===== config.mk =====
export PLATFORM = sky130hd
export DESIGN_NAME = mpm_phase_manager
export DESIGN_NICKNAME = d
export VERILOG_FILES = /design/src/inc/mpm_pkg.sv /design/src/core/mpm_phase_manager.sv
export SDC_FILE = /design/constraint.sdc
export NUM_CORES = 1
export LEC_CHECK = 0
export BUFFER_PORTS_ARGS = -buffer_cell sky130_fd_sc_hd__buf_4
export CELL_PAD_IN_SITES_DETAIL_PLACEMENT = 0
export CELL_PAD_IN_SITES_GLOBAL_PLACEMENT = 1
export CORE_ASPECT_RATIO = 2
export CORE_MARGIN = 4
export CORE_UTILIZATION = 40
export DETAILED_ROUTE_END_ITERATION = 12
export GPL_ROUTABILITY_DRIVEN = 0
export PLACE_DENSITY_LB_ADDON = 0.08
export RECOVER_POWER = 50
export SETUP_SLACK_MARGIN = 0.5
export SLEW_MARGIN = 0
export SYNTH_ARGS = -nofsm -noshare
export SYNTH_HDL_FRONTEND = slang
export SYNTH_SLANG_ARGS = --single-unit

===== constraint.sdc =====
create_clock -name ref_clk -period 98.5 [get_ports ref_clk]
set_input_delay 14.775 -clock ref_clk [delete_from_list [all_inputs] [get_ports ref_clk]]
set_output_delay 14.775 -clock ref_clk [all_outputs]
set_load 0.05 [all_outputs]

===== src/inc/mpm_pkg.sv =====
// Shared constants and types of the multiphase phase manager
package mpm_pkg;
    localparam int          NPH          = 6;
    localparam logic [7:0]  LPC_OFS      = 8'hd2;
    localparam logic [7:0]  FREQ_OFS     = 8'hd3;
    localparam logic [7:0]  CTRL_OFS     = 8'hd4;
    localparam logic [7:0]  STAT_OFS     = 8'hd5;
    localparam logic [7:0]  FNOW_OFS     = 8'hd6;
    localparam logic [1:0]  LPC_RST      = 2'h0;
    localparam logic [6:0]  FREQ_RST     = 7'h00;
    localparam logic [6:0]  FREQ_MAX     = 7'h7f;
    localparam int          CTRL_MID5_B  = 0;
    localparam int          CTRL_DIODE_B = 1;
    localparam int          STAT_SHED_B  = 3;
    localparam int          FREQ_MIN_KHZ = 120;
    localparam int          FREQ_STP_KHZ = 15;
    localparam int          CLK_KHZ      = 25000;
    localparam int          CLK_NS       = 40;
    localparam int          STEP_NS      = 20000;
    localparam logic [9:0]  STEP_CYC     = 10'(STEP_NS / CLK_NS);
    localparam logic [1:0]  STRAP_WAIT   = 2'h3;

    typedef enum logic [1:0] {
        MPM_UNCOUPLED_MIN_ONE = 2'h0,
        MPM_UNCOUPLED_MIN_TWO = 2'h1,
        MPM_COUPLED_MIN_ONE   = 2'h2,
        MPM_COUPLED_MIN_TWO   = 2'h3
    } mpm_lp_mode_t;

    typedef enum logic [1:0] {
        MPM_LVL_LOW  = 2'h0,
        MPM_LVL_MID  = 2'h1,
        MPM_LVL_HIGH = 2'h2
    } mpm_lvl_t;

    typedef struct packed {
        logic soft_start;
        logic fault_oc;
        logic fault_ov;
        logic shed_req;
        logic transient_phase_add;
        logic thermal_enable_input;
        logic power_enable_input;
        logic vid_valid;
    } mpm_ctl_in_t;

    typedef struct packed {
        logic        wr;
        logic [7:0]  addr;
        logic [7:0]  wdata;
    } mpm_mgmt_t;
endpackage


===== src/core/mpm_phase_manager.sv =====
// Phase count, shedding, three-level phase outputs and frequency slew
//
// Operation
// - Active phase count N comes from lowest phase pin strapped high.
// - Active phases fire in order 1 to N, evenly spaced over the period.
// - Phase reduction takes effect from the next switching cycle.
// - Low-power field plus shed pin pick the inductor arrangement.
// - Codes 0..3: uncoupled min1, uncoupled min2, coupled min1, min2.
// - Low power runs phase 1 alone or with phase 2 or 3.
// - Transient phase-add trigger restores all phases at once.
// - Two coupled phases run half a period apart.
// - Dropped coupled phase drives low-side on while phase 1 is high.
// - When operational, mid level in soft start, shed phases, faults.
// - Outputs are low, mid or high; mid level selectable 3.3V or 5V.
// - Diode emulation should be off in device and stage if unmatched.
// - Switching frequency programmable 120kHz to 2.025MHz.
// - 15kHz steps; setting approached one step every 20us.
// - Current sense enabled only for active channels.
`timescale 1ns/10ps
module mpm_phase_manager (
    input  wire logic                   ref_clk,
    input  wire logic                   reset,
    input  wire logic [5:0]             phase_in,
    output logic [5:0]                  phase_out_oe,
    output mpm_pkg::mpm_lvl_t [5:0]     phase_lvl,
    input  wire mpm_pkg::mpm_ctl_in_t   ctl_pins,
    input  wire logic [7:0]             pwm_on_cycles,
    input  wire mpm_pkg::mpm_mgmt_t     mgmt,
    output logic [7:0]                  mgmt_rdata,
    output logic                        mid_level_5v,
    output logic                        diode_emul_en,
    output logic [5:0]                  current_sense_en,
    output logic [2:0]                  phase_count
);
    ////////////////////////////////////////////////////////////////////////
    function automatic logic [2:0] strap_count(input logic [5:0] s);
        logic [2:0] n;
        n = 3'd6;
        for (int i = 5; i >= 0; i--) begin
            if (s[i]) begin
                n = 3'(i);
            end
        end
        return n;
    endfunction

    function automatic logic [5:0] low_mask(input logic [2:0] n);
        return 6'((7'h01 << n) - 7'h01);
    endfunction

    ////////////////////////////////////////////////////////////////////////
    // Pin synchronisers
    logic [13:0] sync1_ff, sync2_ff;
    mpm_pkg::mpm_ctl_in_t pin_s;
    logic [5:0] strap_s;
    always_ff @(posedge ref_clk or posedge reset) begin
        if (reset) begin
            sync1_ff <= 14'h0000;
            sync2_ff <= 14'h0000;
        end else begin
            sync1_ff <= {phase_in, ctl_pins};
            sync2_ff <= sync1_ff;
        end
    end
    assign strap_s = sync2_ff[13:8];
    assign pin_s   = mpm_pkg::mpm_ctl_in_t'(sync2_ff[7:0]);

    ////////////////////////////////////////////////////////////////////////
    // Registers and strap capture
    logic [1:0] lpc_ff, nxt_lpc;
    logic [6:0] freq_ff, nxt_freq;
    logic [1:0] ctrl_ff, nxt_ctrl;
    logic [7:0] rdata_ff, nxt_rdata;
    logic [1:0] strap_cnt_ff, nxt_strap_cnt;
    logic       strap_done_ff, nxt_strap_done;
    logic [2:0] n_ff, nxt_n;
    logic       shed_ff, nxt_shed;
    logic [6:0] cur_ff, nxt_cur;
    mpm_pkg::mpm_lp_mode_t mode;

    assign mode = mpm_pkg::mpm_lp_mode_t'(lpc_ff);

    always_comb begin
        nxt_lpc        = lpc_ff;
        nxt_freq       = freq_ff;
        nxt_ctrl       = ctrl_ff;
        nxt_strap_cnt  = strap_cnt_ff;
        nxt_strap_done = strap_done_ff;
        nxt_n          = n_ff;
        if (mgmt.wr) begin
            unique case (mgmt.addr)
                mpm_pkg::LPC_OFS:  nxt_lpc = mgmt.wdata[1:0];
                mpm_pkg::FREQ_OFS: begin
                    nxt_freq = (mgmt.wdata[6:0] > mpm_pkg::FREQ_MAX) ?
                               mpm_pkg::FREQ_MAX : mgmt.wdata[6:0];
                end
                mpm_pkg::CTRL_OFS: nxt_ctrl = mgmt.wdata[1:0];
                default:           nxt_lpc = lpc_ff;
            endcase
        end
        if (!strap_done_ff) begin
            if (strap_cnt_ff == mpm_pkg::STRAP_WAIT) begin
                nxt_strap_done = 1'b1;
                nxt_n          = strap_count(strap_s);
            end else begin
                nxt_strap_cnt = strap_cnt_ff + 2'h1;
            end
        end
        unique case (mgmt.addr)
            mpm_pkg::LPC_OFS:  nxt_rdata = {6'h00, lpc_ff};
            mpm_pkg::FREQ_OFS: nxt_rdata = {1'b0, freq_ff};
            mpm_pkg::CTRL_OFS: nxt_rdata = {6'h00, ctrl_ff};
            mpm_pkg::STAT_OFS: nxt_rdata = {4'h0, shed_ff, n_ff};
            mpm_pkg::FNOW_OFS: nxt_rdata = {1'b0, cur_ff};
            default:           nxt_rdata = 8'h00;
        endcase
    end

    always_ff @(posedge ref_clk or posedge reset) begin
        if (reset) begin
            lpc_ff        <= mpm_pkg::LPC_RST;
            freq_ff       <= mpm_pkg::FREQ_RST;
            ctrl_ff       <= 2'h0;
            rdata_ff      <= 8'h00;
            strap_cnt_ff  <= 2'h0;
            strap_done_ff <= 1'b0;
            n_ff          <= 3'h0;
        end else begin
            lpc_ff        <= nxt_lpc;
            freq_ff       <= nxt_freq;
            ctrl_ff       <= nxt_ctrl;
            rdata_ff      <= nxt_rdata;
            strap_cnt_ff  <= nxt_strap_cnt;
            strap_done_ff <= nxt_strap_done;
            n_ff          <= nxt_n;
        end
    end

    ////////////////////////////////////////////////////////////////////////
    // Frequency slew, period counter and shedding state
    logic [9:0]  tick_cnt_ff, nxt_tick_cnt;
    logic [7:0]  cnt_ff, nxt_cnt;
    logic        tick, wrap, shed_req;
    logic [10:0] freq_khz;
    logic [7:0]  period, spacing;
    logic [2:0]  active;

    assign tick     = (tick_cnt_ff == mpm_pkg::STEP_CYC - 10'd1);
    assign freq_khz = 11'(mpm_pkg::FREQ_MIN_KHZ)
                    + 11'(cur_ff) * 11'(mpm_pkg::FREQ_STP_KHZ);
    assign period   = 8'(15'(mpm_pkg::CLK_KHZ) / 15'(freq_khz));
    assign spacing  = period / 8'(active);
    assign wrap     = (cnt_ff >= period - 8'd1);
    assign shed_req = pin_s.shed_req && !pin_s.transient_phase_add;

    always_comb begin
        nxt_tick_cnt = tick ? 10'h000 : tick_cnt_ff + 10'h001;
        nxt_cur      = cur_ff;
        if (tick && cur_ff < freq_ff) begin
            nxt_cur = cur_ff + 7'h01;
        end else if (tick && cur_ff > freq_ff) begin
            nxt_cur = cur_ff - 7'h01;
        end
        nxt_cnt = wrap ? 8'h00 : cnt_ff + 8'h01;
        if (!shed_req) begin
            nxt_shed = 1'b0;
        end else if (wrap) begin
            nxt_shed = 1'b1;
        end else begin
            nxt_shed = shed_ff;
        end
    end

    always_ff @(posedge ref_clk or posedge reset) begin
        if (reset) begin
            tick_cnt_ff <= 10'h000;
            cur_ff      <= mpm_pkg::FREQ_RST;
            cnt_ff      <= 8'h00;
            shed_ff     <= 1'b0;
        end else begin
            tick_cnt_ff <= nxt_tick_cnt;
            cur_ff      <= nxt_cur;
            cnt_ff      <= nxt_cnt;
            shed_ff     <= nxt_shed;
        end
    end

    ////////////////////////////////////////////////////////////////////////
    // Phase arrangement and output levels
    logic [2:0]  min_cnt, partner;
    logic        coupled, low_pwr, oper, hold_mid, drop_cpl;
    logic [5:0]  run_mask;
    mpm_pkg::mpm_lvl_t [5:0] lvl_ff, nxt_lvl;
    logic        drop_cpl_ff, nxt_drop_cpl;

    always_comb begin
        coupled = (mode == mpm_pkg::MPM_COUPLED_MIN_ONE) ||
                  (mode == mpm_pkg::MPM_COUPLED_MIN_TWO);
        min_cnt = ((mode == mpm_pkg::MPM_UNCOUPLED_MIN_ONE) ||
                   (mode == mpm_pkg::MPM_COUPLED_MIN_ONE)) ? 3'd1 : 3'd2;
        partner = (coupled || n_ff < 3'd4) ? 3'd1 : 3'd2;
        low_pwr = shed_ff && (n_ff > min_cnt);
        if (low_pwr) begin
            active   = min_cnt;
            run_mask = (min_cnt == 3'd1) ? 6'h01 :
                       (6'h01 | (6'h01 << partner));
        end else begin
            active   = (n_ff == 3'd0) ? 3'd1 : n_ff;
            run_mask = low_mask(n_ff);
        end
        drop_cpl = low_pwr && coupled && (min_cnt == 3'd1);
        oper     = strap_done_ff && (n_ff != 3'd0) &&
                   pin_s.thermal_enable_input &&
                   pin_s.power_enable_input && pin_s.vid_valid;
        hold_mid = pin_s.soft_start || pin_s.fault_oc || pin_s.fault_ov;
        nxt_drop_cpl = drop_cpl && oper && !hold_mid;
        for (int i = 0; i < mpm_pkg::NPH; i++) begin
            logic [7:0] start, ofs, slot;
            slot  = low_pwr ? ((i == 0) ? 8'd0 : 8'd1) : 8'(i);
            start = 8'(slot * spacing);
            ofs   = (cnt_ff >= start) ? cnt_ff - start
                                      : 8'(cnt_ff + period - start);
            if (!oper) begin
                nxt_lvl[i] = mpm_pkg::MPM_LVL_LOW;
            end else if (hold_mid) begin
                nxt_lvl[i] = mpm_pkg::MPM_LVL_MID;
            end else if (run_mask[i]) begin
                nxt_lvl[i] = (ofs < pwm_on_cycles) ? mpm_pkg::MPM_LVL_HIGH
                                                   : mpm_pkg::MPM_LVL_LOW;
            end else if (drop_cpl && i == 1) begin
                nxt_lvl[i] = (nxt_lvl[0] == mpm_pkg::MPM_LVL_HIGH) ?
                             mpm_pkg::MPM_LVL_LOW :
                             mpm_pkg::MPM_LVL_MID;
            end else begin
                nxt_lvl[i] = mpm_pkg::MPM_LVL_MID;
            end
        end
    end

    always_ff @(posedge ref_clk or posedge reset) begin
        if (reset) begin
            lvl_ff      <= '{default: mpm_pkg::MPM_LVL_LOW};
            drop_cpl_ff <= 1'b0;
        end else begin
            lvl_ff      <= nxt_lvl;
            drop_cpl_ff <= nxt_drop_cpl;
        end
    end

    assign phase_lvl        = lvl_ff;
    assign phase_out_oe     = strap_done_ff ? low_mask(n_ff) : 6'h00;
    assign current_sense_en = strap_done_ff ? low_mask(n_ff) : 6'h00;
    assign phase_count      = n_ff;
    assign mid_level_5v     = ctrl_ff[mpm_pkg::CTRL_MID5_B];
    assign diode_emul_en    = ctrl_ff[mpm_pkg::CTRL_DIODE_B];
    assign mgmt_rdata       = rdata_ff;

    ////////////////////////////////////////////////////////////////////////
    // Assertions
    property p_off_no_drive;
        @(posedge ref_clk) disable iff (reset)
        (strap_done_ff && n_ff == 3'd0) |-> (phase_out_oe == 6'h00);
    endproperty
    a_off_no_drive: assert property (p_off_no_drive)
        else $error("Phases driven while regulator strapped off");

    property p_shed_on_wrap;
        @(posedge ref_clk) disable iff (reset)
        $rose(shed_ff) |-> $past(wrap);
    endproperty
    a_shed_on_wrap: assert property (p_shed_on_wrap)
        else $error("Shedding began inside a switching cycle");

    property p_transient_restore;
        @(posedge ref_clk) disable iff (reset)
        pin_s.transient_phase_add |=> !shed_ff;
    endproperty
    a_transient_restore: assert property (p_transient_restore)
        else $error("Transient trigger did not restore phases");

    property p_slew_tick;
        @(posedge ref_clk) disable iff (reset)
        (cur_ff != $past(cur_ff)) |-> ($past(tick) &&
            (cur_ff == $past(cur_ff) + 7'h01 ||
             cur_ff == $past(cur_ff) - 7'h01));
    endproperty
    a_slew_tick: assert property (p_slew_tick)
        else $error("Frequency code moved off step timing");

    property p_freq_range;
        @(posedge ref_clk) disable iff (reset)
        (mgmt.wr && mgmt.addr == mpm_pkg::FREQ_OFS)
            |=> (freq_ff == $past(mgmt.wdata[6:0]));
    endproperty
    a_freq_range: assert property (p_freq_range)
        else $error("Frequency code write did not land");

    property p_fault_mid;
        @(posedge ref_clk) disable iff (reset)
        (oper && hold_mid) |=> (phase_lvl[0] == mpm_pkg::MPM_LVL_MID);
    endproperty
    a_fault_mid: assert property (p_fault_mid)
        else $error("Phase not at mid level during hold");

    property p_coupled_lowside;
        @(posedge ref_clk) disable iff (reset)
        (drop_cpl_ff && phase_lvl[0] == mpm_pkg::MPM_LVL_HIGH)
            |-> (phase_lvl[1] == mpm_pkg::MPM_LVL_LOW);
    endproperty
    a_coupled_lowside: assert property (p_coupled_lowside)
        else $error("Dropped coupled phase not low with phase 1 high");

    property p_coupled_half;
        @(posedge ref_clk) disable iff (reset)
        (low_pwr && mode == mpm_pkg::MPM_COUPLED_MIN_TWO)
            |-> (spacing == period / 8'd2 && run_mask == 6'h03);
    endproperty
    a_coupled_half: assert property (p_coupled_half)
        else $error("Coupled pair not half a period apart");

    property p_sense_match;
        @(posedge ref_clk) disable iff (reset)
        strap_done_ff |-> (current_sense_en == phase_out_oe &&
            $countones(current_sense_en) == int'(phase_count));
    endproperty
    a_sense_match: assert property (p_sense_match)
        else $error("Sense enables differ from active phases");

    property p_counter_bound;
        @(posedge ref_clk) disable iff (reset)
        wrap |=> (cnt_ff == 8'h00);
    endproperty
    a_counter_bound: assert property (p_counter_bound)
        else $error("Period counter failed to restart");
endmodule


======== After elaboration in Yosys (flattened, before gate mapping) ========
Index checks and enable logic that the tools add are counted.
storage, ports and cells
  bits in registers ....................... 91
  bits of input ports ..................... 41
  logic and storage cells ................. 163
operators by class
  reductions and logical operators ........ 25
  equality and inequality tests ........... 12
  muxes and demuxes ....................... 59
  $lt $le $gt $ge ......................... 18
  div/mod/pow operators ................... 2
  shift operators ......................... 2
  bitwise logic cells ..................... 2
  $mul .................................... 5
  $add $sub $neg .......................... 19
operators by type and width
  operator                                               count
  subtractor 8 bit                                       10
  2-to-1 mux 2 bit                                       29
  2-to-1 mux 8 bit                                       7
  greater-or-equal comparator 8 bit                      6
  < comparator 8 bit                                     6
  equality test 8 bit (second input constant)            5
  case mux 7 bit (5 select lines)                        1
  2-to-1 mux 3 bit                                       9
  2-to-1 mux 7 bit                                       3
  2-to-1 mux 6 bit                                       3
  multiplier 2 x 8 -> 8 bit                              2
  multiplier 3 x 8 -> 8 bit                              2
  divider 15 x 11 -> 15 bit (first input constant)       1
  adder 7 x 11 -> 11 bit (first input constant)          1
  multiplier 7 x 4 -> 11 bit (second input constant)     1
  adder 10 x 1 -> 10 bit (second input constant)         1
  equality test 10 x 9 -> 1 bit (second input constant)  1
  logical AND 1 bit                                      10
  2-to-1 mux 10 bit                                      1
  AND reduction 2 bit                                    5
  adder 8 x 1 -> 8 bit (second input constant)           1
  adder 8 bit                                            1
  divider 8 x 3 -> 8 bit                                 1
  equality test 2 bit (second input constant)            4
  other kinds (23)                                       33

======== Logic depth before layout (Yosys ltp) ========
Gate-level depths: netlist of run 1.
  depth in word-level cells ............... 16
  mapped depth ............................ 183

======== Worst setup path after synthesis of run 1 ========
No wires, ideal clock.
  kind .................................... flip-flop to flip-flop
  start ................................... reg cur_ff[0]
  end ..................................... reg lvl_ff, in the netlist phase_lvl[11]
  stages on the path, launching flop included .. 178
  period minus slack after synthesis ...... 33.927 ns
  path slack .............................. 64.573 ns
  arrival time ............................ 33.802 ns
  setup time .............................. 0.125 ns
  cell sequence ........................... dfrtp_1 -> clkbuf_1 -> clkinv_1 -> clkbuf_1 -> ha_1 -> ha_1 -> inv_1 -> fa_1 -> inv_1 -> ha_1 -> inv_1 -> fa_1 -> xor2_1 -> and2_1 -> o21ai_0 -> nor3_1 -> nand4_1 -> ha_1 -> [... 142 more ...] -> a21oi_1 -> xor2_1 -> xnor2_1 -> xnor2_1 -> ha_1 -> a21oi_1 -> clkbuf_1 -> nor2_1 -> a21oi_1 -> ha_1 -> a21boi_0 -> o21a_1 -> o21a_1 -> o21a_1 -> o21a_1 -> o21ai_0 -> nand2b_1 -> a2111oi_0
RTL lines
  what                      line                      text
  start: declaration        mpm_phase_manager.sv:78   logic [6:0] cur_ff, nxt_cur;
  start signal: assignment  mpm_phase_manager.sv:177  cur_ff <= mpm_pkg::FREQ_RST;
  start signal: assignment  mpm_phase_manager.sv:182  cur_ff <= nxt_cur;
  end signal: assignment    mpm_phase_manager.sv:245  lvl_ff <= nxt_lvl;
  end: declaration          mpm_phase_manager.sv:193  mpm_pkg::mpm_lvl_t [5:0] lvl_ff, nxt_lvl;

==> impl_metrics.json, run 1 <==
{
  "nets": 2504,
  "rsz0062_at_grt": "no",
  "yosys_register_bits": 90,
  "worstMarginPinSlew_ns": 3.50,
  "wire_per_inst_um": 20.6,
  "synth_most_common_cell": "ha_1",
  "post_cts_buffers": 0,
  "hold_path_end": "sync2_ff[11]",
  "grt_max_degree": 67,
  "drtIter0Drc": 562,
  "placed_area_um2": 18000,
  "reg2reg_slack_ns": 51.89,
  "syn_to_final_growth_pct": 8.87,
  "drc": 0,
  "worst_setup_path_start_kind": "flip-flop",
  "ctsHoldBuffers": 0,
  "cts.sinks": 90,
  "fin_skew_ns": 0.0117,
  "cts.htree.levels": 3,
  "async_reset_ff_share_pct": 100,
  "drv_slew": 117,
  "synthCells": 2067,
  "rr_worst_depth": 169,
  "ant_nets": 0,
  "synth_largest_area_cell": "ha_1",
  "hold_start": "sync1_ff[11]",
  "core_area_um2": 41100,
  "yosys.cell_types.count": 105,
  "synthTopCellsByCount": "ha_1 (301), nor2_1 (192), a21oi_1 (176)",
  "final.min_clock_period_ns": 46.61,
  "vias": 15286,
  "ys.warnings.count": 0,
  "gr-total-overflow": 0,
  "whs_path_depth": 0,
  "post_cts_resized": 0,
  "fin_area_um2": 18200,
  "p_sw_mw": 0.229,
  "path_class": "flip-flop to flip-flop",
  "critPathMaxStageDelay_ns": 1.75,
  "drive_gt1_share_pct": 9.84,
  "die_h_um": 297,
  "worst_path_most_repeated_cell": "ha_1",
  "boundaryPins": 78,
  "clock_latency_ns": 0.35,
  "setup_viol": 0,
  "peakVddDrop_mv": 0.0166,
  "violations": "max-capacitance violations, max-slew violations",
  "rr_endpoint": "phase_lvl[7]",
  "crit_required_ns": 98.77,
  "syn_area_per_cell_um2": 8.09,
  "synthFlopType": "dfrtp_1",
  "slowest_stage": "clkbuf_1",
  "cts_buffer_depth": 2,
  "min_path_type": "flip-flop to flip-flop",
  "grt_use_total_pct": 23.6,
  "cts-buffers-inserted": 9,
  "drv_cap": 2,
  "fmax_mhz": 21.5,
  "critPathMaxFanout": 49,
  "slew-limit-headroom_pct": -133,
  "dp_hpwl_mm": 46.2,
  "power.internal_mw": 0.216,
  "r2r_start": "cur_ff[0]",
  "grt_pass1_vias": 15973,
  "netlist.area_leader.share_pct": 22.5,
  "grt_pass1_wl_mm": 84.8,
  "cts-root-buf": "clkbuf_16",
  "cts_tree": "built",
  "p_sw_share_pct": 51.4,
  "leakage_nw": 8.88,
  "syn-cell-area_um2": 16700,
  "ys_seq_area_share_pct": 13.5,
  "drt_pre_antenna_iters": 5,
  "die-area_um2": 45300,
  "clkPwrFrac_pct": 7.7,
  "cp.arrival_ns": 46.88,
  "synth_area_leaders": "ha_1 (23%), dfrtp_1 (13%), xnor2_1 (6.4%)",
  "finalWirelength_mm": 55.3,
  "power_frac_comb_pct": 83.6,
  "pwr-share-seq_pct": 8.6,
  "grt_antenna_before_repair": 1,
  "clk_pin_slew_ns": 0.07,
  "end_kind": "flip-flop",
  "rows": 105,
  "fillCellCount": 4226,
  "synth-edff-count": 0,
  "fin_tns_setup_ns": 0,
  "pwr_density_cell_nw_per_um2": 24.5,
  "port_buffers": 75,
  "status": "finished, violations left",
  "min_period_over_period_pct": 47.3,
  "die_w_um": 153,
  "initial_core_util_pct": 40.7,
  "final_hold_viol_count": 0,
  "avgViaCountPerCell": 5.70
}
[stage by stage]
step	hold slack, ns	setup slack [ns]	util [%]	power [mW]	cells
floorplan	0.331	64.57	-	0.315	2071
global placement	0.333	54.61	43.7	0.408	2663
detailed placement	0.335	54.45	43.7	0.414	2663
CTS	0.352	54.36	44.5	0.451	2679
global route	0.358	49.08	44.3	0.490	2680
finish	0.349	51.89	44.3	0.446	2680
[routing by layer]
layer | vias to the layer above | global-route usage, % | routed length (um)
li1 | 7605 | - | -
met4 | 0 | 15.6 | 4490
met2 | 272 | 49.5 | 32000
met3 | 153 | 1.31 | 957
met5 | - | 0 | 0
met1 | 7256 | 20.6 | 17900
[layout by cell type, fill, tap and decap left out, drive strengths merged, types with 7 or more instances in the layout]
cell type	instances
fa	23
nor4	10
or3	8
o21bai	19
and3	16
and2	13
nor3	33
mux2i	18
inv	146
o21ai	124
nand2	124
buf	70
dfrtp	90
nand3	42
ha	301
a21o	88
clkbuf	46
or2	8
o21a	50
nor2b	40
a21oi	177
nand2b	52
xor2	54
nor2	195
a211o	7
a31oi	13
a21boi	17
xnor2	123
a211oi	13
nand4	18
o211ai	10
o31ai	13
mux2	55
[worst max path at each step]
stage | startpoint | to | cells past startpoint
after floorplan | cur_ff[0] | phase_lvl[11] | 177
after global placement | cur_ff[0] | phase_lvl[7] | 169
after detailed placement | cur_ff[0] | phase_lvl[7] | 169
after CTS | cur_ff[0] | phase_lvl[7] | 169
after global routing | cur_ff[0] | phase_lvl[7] | 171
final | cur_ff[0] | phase_lvl[7] | 169
[worst max-delay path: cells and delay by family (launching register included)]
kind / cells / cell delay (ns)
multiplexers: 2 / 0.86
AO/OA/AOI/OAI: 82 / 20.08
XOR/XNOR: 1 / 0.33
buffers and inverters: 16 / 6.10
flip-flops: 1 / 0.34
adder cells (fa/ha/maj): 23 / 8.29
AND/OR/NAND/NOR: 45 / 10.41
[sequential cells by signal, summed over array words and instances (netlist names)]
signal / flops
strap_cnt_ff: 2
mgmt_rdata: 7
sync1_ff: 14
sync2_ff: 14
cur_ff: 7
tick_cnt_ff: 10
lpc_ff: 2
phase_count: 3
ctrl_ff: 2
cnt_ff: 8
strap_done_ff: 1
phase_lvl: 12
freq_ff: 7
shed_ff: 1
[layout make-up]
| class | count | area (um^2) | share of cell area, % |
|---|---|---|---|
| multi-input cells | 1785 | 13700 | 75.3 |
| clock inverters | 7 | 81.3 | 0.447 |
| diodes | 1 | 2.50 | 0.0137 |
| repair buffers | 107 | 721 | 3.96 |
| well taps | 535 | 669 | 3.68 |
| flip-flops and latches | 90 | 2250 | 12.4 |
| clock buffers | 9 | 225 | 1.24 |
| inverters | 146 | 549 | 3.02 |
[kinds of logic (layout without fill, tap and decap cells)]
| kind of cell | after synthesis | in the layout | share of synthesized area, % |
|---|---|---|---|
| muxes | 73 | 73 | 5.04 |
| AOI/OAI and AO/OA | 608 | 608 | 24.2 |
| xor gates and xnor gates | 177 | 177 | 9.27 |
| other | 2 | 7 | 0.0449 |
| buffers and inverters | 196 | 269 | 4.83 |
| adders and majority gates | 327 | 327 | 25.5 |
| DFF | 90 | 90 | 13.5 |
| and+or+nand+nor | 594 | 594 | 17.7 |
[power groups by stage]
stage,registers (mW),logic (mW),clock network (mW)
after floorplan,0.0396,0.275,0
after global placement,0.0392,0.369,0
after detailed placement,0.0392,0.375,0
after CTS,0.0385,0.377,0.0352
after global routing,0.0386,0.414,0.0368
final,0.0385,0.373,0.0344
Note: power is estimated with default switching activity, not from simulation.
==> run 2, diff against run 1 <==
--- a/config.mk
+++ b/config.mk
@@ -5,6 +5,7 @@
 export SDC_FILE = /design/constraint.sdc
 export NUM_CORES = 1
 export LEC_CHECK = 0
+export ABC_AREA = 1
 export BUFFER_PORTS_ARGS = -buffer_cell sky130_fd_sc_hd__buf_4
 export CELL_PAD_IN_SITES_DETAIL_PLACEMENT = 0
 export CELL_PAD_IN_SITES_GLOBAL_PLACEMENT = 1
==> constraint.sdc (replaced) <==
create_clock -name ref_clk -period 48.6 [get_ports ref_clk]
set_input_delay 7.29 -clock ref_clk [delete_from_list [all_inputs] [get_ports ref_clk]]
set_output_delay 7.29 -clock ref_clk [all_outputs]
set_load 0.05 [all_outputs]
==> run 2 against run 1 <==
  * The flow still finishes with violations (max-capacitance violations, max-slew violations)
  * Total power increased by 110%
  * Die area decreased by 1.1%
  * First-iteration DRC count decreased by 12%
  * Hold slack got worse by 0.00056 ns
  * Routed wire length decreased by 4.3%
  * Via count increased by 2.4%
  * Sequential power increased by 100%
  * Maximum frequency increased by 38%
  * Core utilization decreased by 0.48 points
  * Global-route usage increased by 0.16 points
  * Largest cell class unchanged
  * Highest routed layer unchanged
==> impl_metrics.json, run 2 <==
{
  "top_layer_used": "met4",
  "cts_tree": "built",
  "synth-edff-count": 0,
  "worst_setup_path_start_kind": "flip-flop",
  "finalWirelength_mm": 52.9,
  "synth_area_leaders": "ha_1 (23%), dfrtp_1 (14%), nand2_1 (10%)",
  "synth_most_common_cell": "nand2_1",
  "pwr_density_cell_nw_per_um2": 52.1,
  "wl_met1_mm": 17.5,
  "rows": 105,
  "nets": 2821,
  "avgViaCountPerCell": 5.22,
  "setup_viol": 0,
  "dp.cells": 2980,
  "grt_max_degree": 69,
  "boundaryPins": 78,
  "hold_start": "sync1_ff[9]",
  "final_hold_viol_count": 0,
  "fin_tns_setup_ns": 0,
  "final.min_clock_period_ns": 33.87,
  "violations": "max-capacitance violations, max-slew violations",
  "drtIter0Drc": 495,
  "grt_use_total_pct": 23.7,
  "synthTopCellsByCount": "nand2_1 (452), inv_1 (360), ha_1 (301)",
  "synthCells": 2381,
  "ctsHoldBuffers": 0,
  "p_total_mw": 0.934,
  "clock_latency_ns": 0.35,
  "slew-limit-headroom_pct": -149,
  "grt_pass1_wl_mm": 82.6,
  "syn-cell-area_um2": 16500,
  "ant_nets": 0,
  "cts.htree.levels": 3,
  "async_reset_ff_share_pct": 100,
  "yosys.cell_types.count": 67,
  "cts_buffer_depth": 2,
  "worst_hold_slack_ns": 0.348,
  "fin_skew_ns": 0.0165,
  "grt_antenna_before_repair": 2,
  "die-area_um2": 44800,
  "critPathMaxFanout": 25,
  "drv_slew": 69,
  "path_class": "flip-flop to flip-flop",
  "ys.warnings.count": 0,
  "cts-root-buf": "clkbuf_16",
  "r2r_start": "cur_ff[1]",
  "yosys_register_bits": 90,
  "layout_common_cells": "nand2_1 (452), inv_1 (360), ha_1 (301), a21oi_1 (185)",
  "drc": 0,
  "min_period_over_period_pct": 69.7,
  "post_cts_buffers": 0,
  "syn_area_per_cell_um2": 6.94,
  "clk_pin_slew_ns": 0.08,
  "slowest_stage": "o21bai_1",
  "drt_pre_antenna_iters": 4,
  "drive_gt1_share_pct": 9.14,
  "drv_cap": 1,
  "die_w_um": 152,
  "critPathMaxStageDelay_ns": 0.88,
  "wl_met3_um": 852,
  "syn_to_final_growth_pct": 8.59,
  "startpoint": "cur_ff[1]",
  "leakage_nw": 9.74,
  "rsz0062_at_grt": "no",
  "initial_core_util_pct": 40.3,
  "status": "finished, violations left",
  "dpl_worst_slack_ns": 14.49,
  "crit_required_ns": 48.80,
  "peakVddDrop_mv": 0.0410,
  "gr-total-overflow": 0,
  "final_common_cell": "nand2_1",
  "port_buffers": 75,
  "fillCellCount": 4445,
  "dr_wl_met2_mm": 29.9,
  "worst_path_most_repeated_cell": "nand2_1",
  "fmax_mhz": 29.5,
  "worstMarginPinSlew_ns": 3.74,
  "final.setup.worst_slack_ns": 14.73,
  "layout.cells.non_filler": 2998,
  "dp_hpwl_mm": 45.0,
  "cp.arrival_ns": 34.07,
  "grt_pass1_vias": 16009,
  "die_h_um": 295,
  "wire_per_inst_um": 17.6,
  "cts-buffers-inserted": 9,
  "vias": 15646,
  "min_path_type": "flip-flop to flip-flop",
  "end_kind": "flip-flop",
  "synthFlopType": "dfrtp_1",
  "netlist.area_leader.share_pct": 22.8,
  "post_cts_resized": 0,
  "core_area_um2": 41000,
  "ys_seq_area_share_pct": 13.6,
  "cts.sinks": 90,
  "synth_largest_area_cell": "ha_1"
}
==> run 2: cell count changes after synthesis, sizes merged, moves of 41 or more <==
cell	before	now
o21a	50	9
nand3	42	152
o21ai	124	176
nand2	124	487
nand2b	52	0
a21o	88	8
mux2	55	5
inv	144	377
xnor2	123	59
==> run 2: final cells by class <==
class                           count  area, um^2  area share [%]
Inverter                          380        1430            7.98
Clock buffer                        9         225            1.26
Multi-Input combinational cell   1878       12600            70.5
Tap cell                          535         669            3.73
Antenna cell                        2        5.00          0.0279
Clock inverter                      7        72.6           0.404
Sequential cell                    90        2250            12.6
Timing Repair Buffer               97         642            3.58
==> run 2: kinds of logic (layout without fill, tap and decap cells) <==
logic type	count (synthesis)	after routing	share of synthesized area (%)
and+or+nand+nor	913	913	25.6
AOI/OAI and AO/OA	467	467	16.2
buffers and inverters	417	493	9.89
adders and majority gates	324	324	25.6
xor gates and xnor gates	151	151	8.05
DFF	90	90	13.6
muxes	17	17	1.07
other	2	8	0.0454
==> run 2: final timing paths <==
kind / slack [ns] / to / cells past startpoint
setup / recovery: 14.73 / phase_lvl[3] / 196
hold / removal: 0.35 / sync2_ff[9] / 0
setup reg to reg: 14.73 / phase_lvl[3] / 196
hold reg to reg: 0.35 / sync2_ff[9] / 0
max in group asynchronous: 37.48 / tick_cnt_ff[9] / 3
min in group asynchronous: 7.11 / phase_lvl[9] / 2
==> run 2: critical path, delay by kind of cell (launching register included) <==
kind                       cells  cell delay (ns)
AOI/OAI and AO/OA             58            11.54
adders and majority gates     22             7.60
buffers and inverters         27             3.25
DFF                            1             0.36
and+or+nand+nor               89            10.86
==> run 2: where the power goes <==
group | switching, mW | leakage [nW] | internal [mW]
registers | 0.000936 | 1.14 | 0.0767
logic | 0.498 | 8.46 | 0.287
clock network | 0.0344 | 0.143 | 0.0364
total | 0.534 | 9.74 | 0.400
==> run 2: stage by stage <==
stage / utilization, % / cell area (um^2)
3_5_place_dp: 43.3 / 17700
6_report: 43.8 / 17900
4_1_cts: 44.0 / 18000
3_3_place_gp: 43.3 / 17700
2_1_floorplan: - / 16500
5_1_grt: 43.8 / 17900
==> run 2: per-layer routing <==
metal	track usage, %	vias up
met3	1.79	139
met2	48.0	227
met4	17.0	0
met5	0	-
li1	-	8051
met1	21.0	7229
==> run 3, diff against run 2 <==
==> constraint.sdc (replaced) <==
create_clock -name ref_clk -period 35.3 [get_ports ref_clk]
set_input_delay 5.295 -clock ref_clk [delete_from_list [all_inputs] [get_ports ref_clk]]
set_output_delay 5.295 -clock ref_clk [all_outputs]
set_load 0.05 [all_outputs]
==> run 3 against run 2 <==
  * The flow still finishes with violations (max-capacitance violations, max-slew violations)
  * Cell area rose by 0.97%
  * Critical path type unchanged
  * Combinational power rose by 39%
  * Global-route usage rose by 0.098 points
  * Register-to-register slack got worse by 11 ns
  * Flip-flop and latch count did not move
  * Clock power rose by 36%
  * Largest cell class unchanged
  * Sequential power rose by 38%
  * Maximum frequency rose by 7.4%
  * Clock skew barely moved
==> impl_metrics.json, run 3 (synthesis results as in run 2) <==
{
  "drive_gt1_share_pct": 10.0,
  "die_w_um": 152,
  "syn_to_final_growth_pct": 9.64,
  "boundaryPins": 78,
  "drc": 0,
  "path_delay_family": "simple AND/OR/NAND/NOR gates",
  "cts.htree.levels": 3,
  "slowest_stage": "a31oi_1",
  "final_hold_viol_count": 0,
  "fin_tns_setup_ns": 0,
  "path_class": "flip-flop to flip-flop",
  "worstMarginPinSlew_ns": 3.87,
  "status": "finished, violations left",
  "die-area_um2": 44800,
  "cts_buffer_depth": 2,
  "drv_slew": 72,
  "drtIter0Drc": 543,
  "grt_use_total_pct": 23.8,
  "cp.arrival_ns": 31.80,
  "avgViaCountPerCell": 5.25,
  "end_kind": "flip-flop",
  "ctsHoldBuffers": 0,
  "setup_viol": 0,
  "fillCellCount": 4354,
  "peakVddDrop_mv": 0.0595,
  "worst_path_most_repeated_cell": "nand2_1",
  "rsz0062_at_grt": "no",
  "clk_pin_slew_ns": 0.08,
  "layout_common_cells": "nand2_1 (451), inv_1 (356), ha_1 (300), a21oi_1 (184), nor2_1 (153)",
  "drv_cap": 1,
  "pwr_density_cell_nw_per_um2": 71.3,
  "grt_pass1_vias": 16062,
  "core_area_um2": 41000,
  "grt_pass1_wl_mm": 82.7,
  "p_total_mw": 1.29,
  "layout.cells.non_filler": 3014,
  "worst_setup_path_start_kind": "flip-flop",
  "violations": "max-capacitance violations, max-slew violations",
  "fmax_mhz": 31.7,
  "min_period_over_period_pct": 89.4,
  "slew-limit-headroom_pct": -158,
  "port_buffers": 75,
  "min_path_type": "flip-flop to flip-flop",
  "cts-buffers-inserted": 9,
  "critPathMaxStageDelay_ns": 0.65,
  "critPathMaxFanout": 15,
  "cts-root-buf": "clkbuf_16",
  "grt_max_degree": 72,
  "gr-total-overflow": 0,
  "drt_pre_antenna_iters": 5,
  "path_buf_inv": 28,
  "die_h_um": 295,
  "dp.cells": 2987,
  "wire_per_inst_um": 17.6,
  "dp_hpwl_mm": 45.3,
  "vias": 15820,
  "grt_antenna_before_repair": 1,
  "clock_latency_ns": 0.35,
  "final_common_cell": "nand2_1",
  "initial_core_util_pct": 40.3,
  "fin_skew_ns": 0.0162,
  "ant_nets": 0,
  "final.min_clock_period_ns": 31.54,
  "crit_required_ns": 35.56,
  "nets": 2838,
  "cts_tree": "built",
  "cts.sinks": 90,
  "rows": 105,
  "finalWirelength_mm": 53.2,
  "leakage_nw": 9.81
}
## run 3: worst paths after layout
check	end	slack (ns)	cells after the start	startpoint
worst min-delay path	sync2_ff[11]	0.35	0	sync1_ff[11]
worst max register to register	phase_lvl[5]	3.76	199	cur_ff[1]
max in group asynchronous	tick_cnt_ff[9]	26.11	3	reset
min in group asynchronous	sync1_ff[1]	5.06	2	reset
worst min register to register	sync2_ff[11]	0.35	0	sync1_ff[11]
worst max-delay path	phase_lvl[5]	3.76	199	cur_ff[1]
## run 3: layer usage
| metal | GRT usage [%] | vias to the layer above | share of wire [%] |
|---|---|---|---|
| met5 | 0 | - | 0 |
| met4 | 16.5 | 0 | 8.4 |
| met3 | 1.40 | 147 | 1.8 |
| met2 | 48.8 | 259 | 57 |
| met1 | 21.0 | 7323 | 33 |
| li1 | - | 8091 | - |
## run 3: layout make-up
type	instances	area (um^2)	share of cell area, %
clock buffers	9	225	1.24
flip-flops and latches	90	2250	12.4
clock inverters	7	71.3	0.394
diodes	1	2.50	0.0138
well taps	535	669	3.69
multi-input cells	1878	12700	70.0
inverters	380	1440	7.97
repair buffers	114	766	4.23
## run 3: what timing repair did
| item | in CTS | in global routing |
|---|---|---|
| endpoints found under the hold margin | 0 | 0 |
| resized for setup | 0 | 17 |
| endpoints found under the setup margin | 0 | 5 |
| buffers inserted | 0 | 10 |
## run 3: metrics by stage
stage / utilization, % / area, um^2 / hold WS, ns / setup slack, ns
floorplan: - / 16500 / 0.331 / 7.52
global placement: 43.4 / 17800 / 0.332 / 2.24
detailed placement: 43.4 / 17800 / 0.335 / 2.00
CTS: 44.1 / 18100 / 0.354 / 1.95
global route: 44.2 / 18100 / 0.352 / 0.549
finish: 44.2 / 18100 / 0.349 / 3.76
## run 3: report_power, final
group | internal [mW] | switching [mW]
clock network | 0.0499 | 0.0461
logic | 0.408 | 0.681
registers | 0.106 | 0.00125
total | 0.563 | 0.728
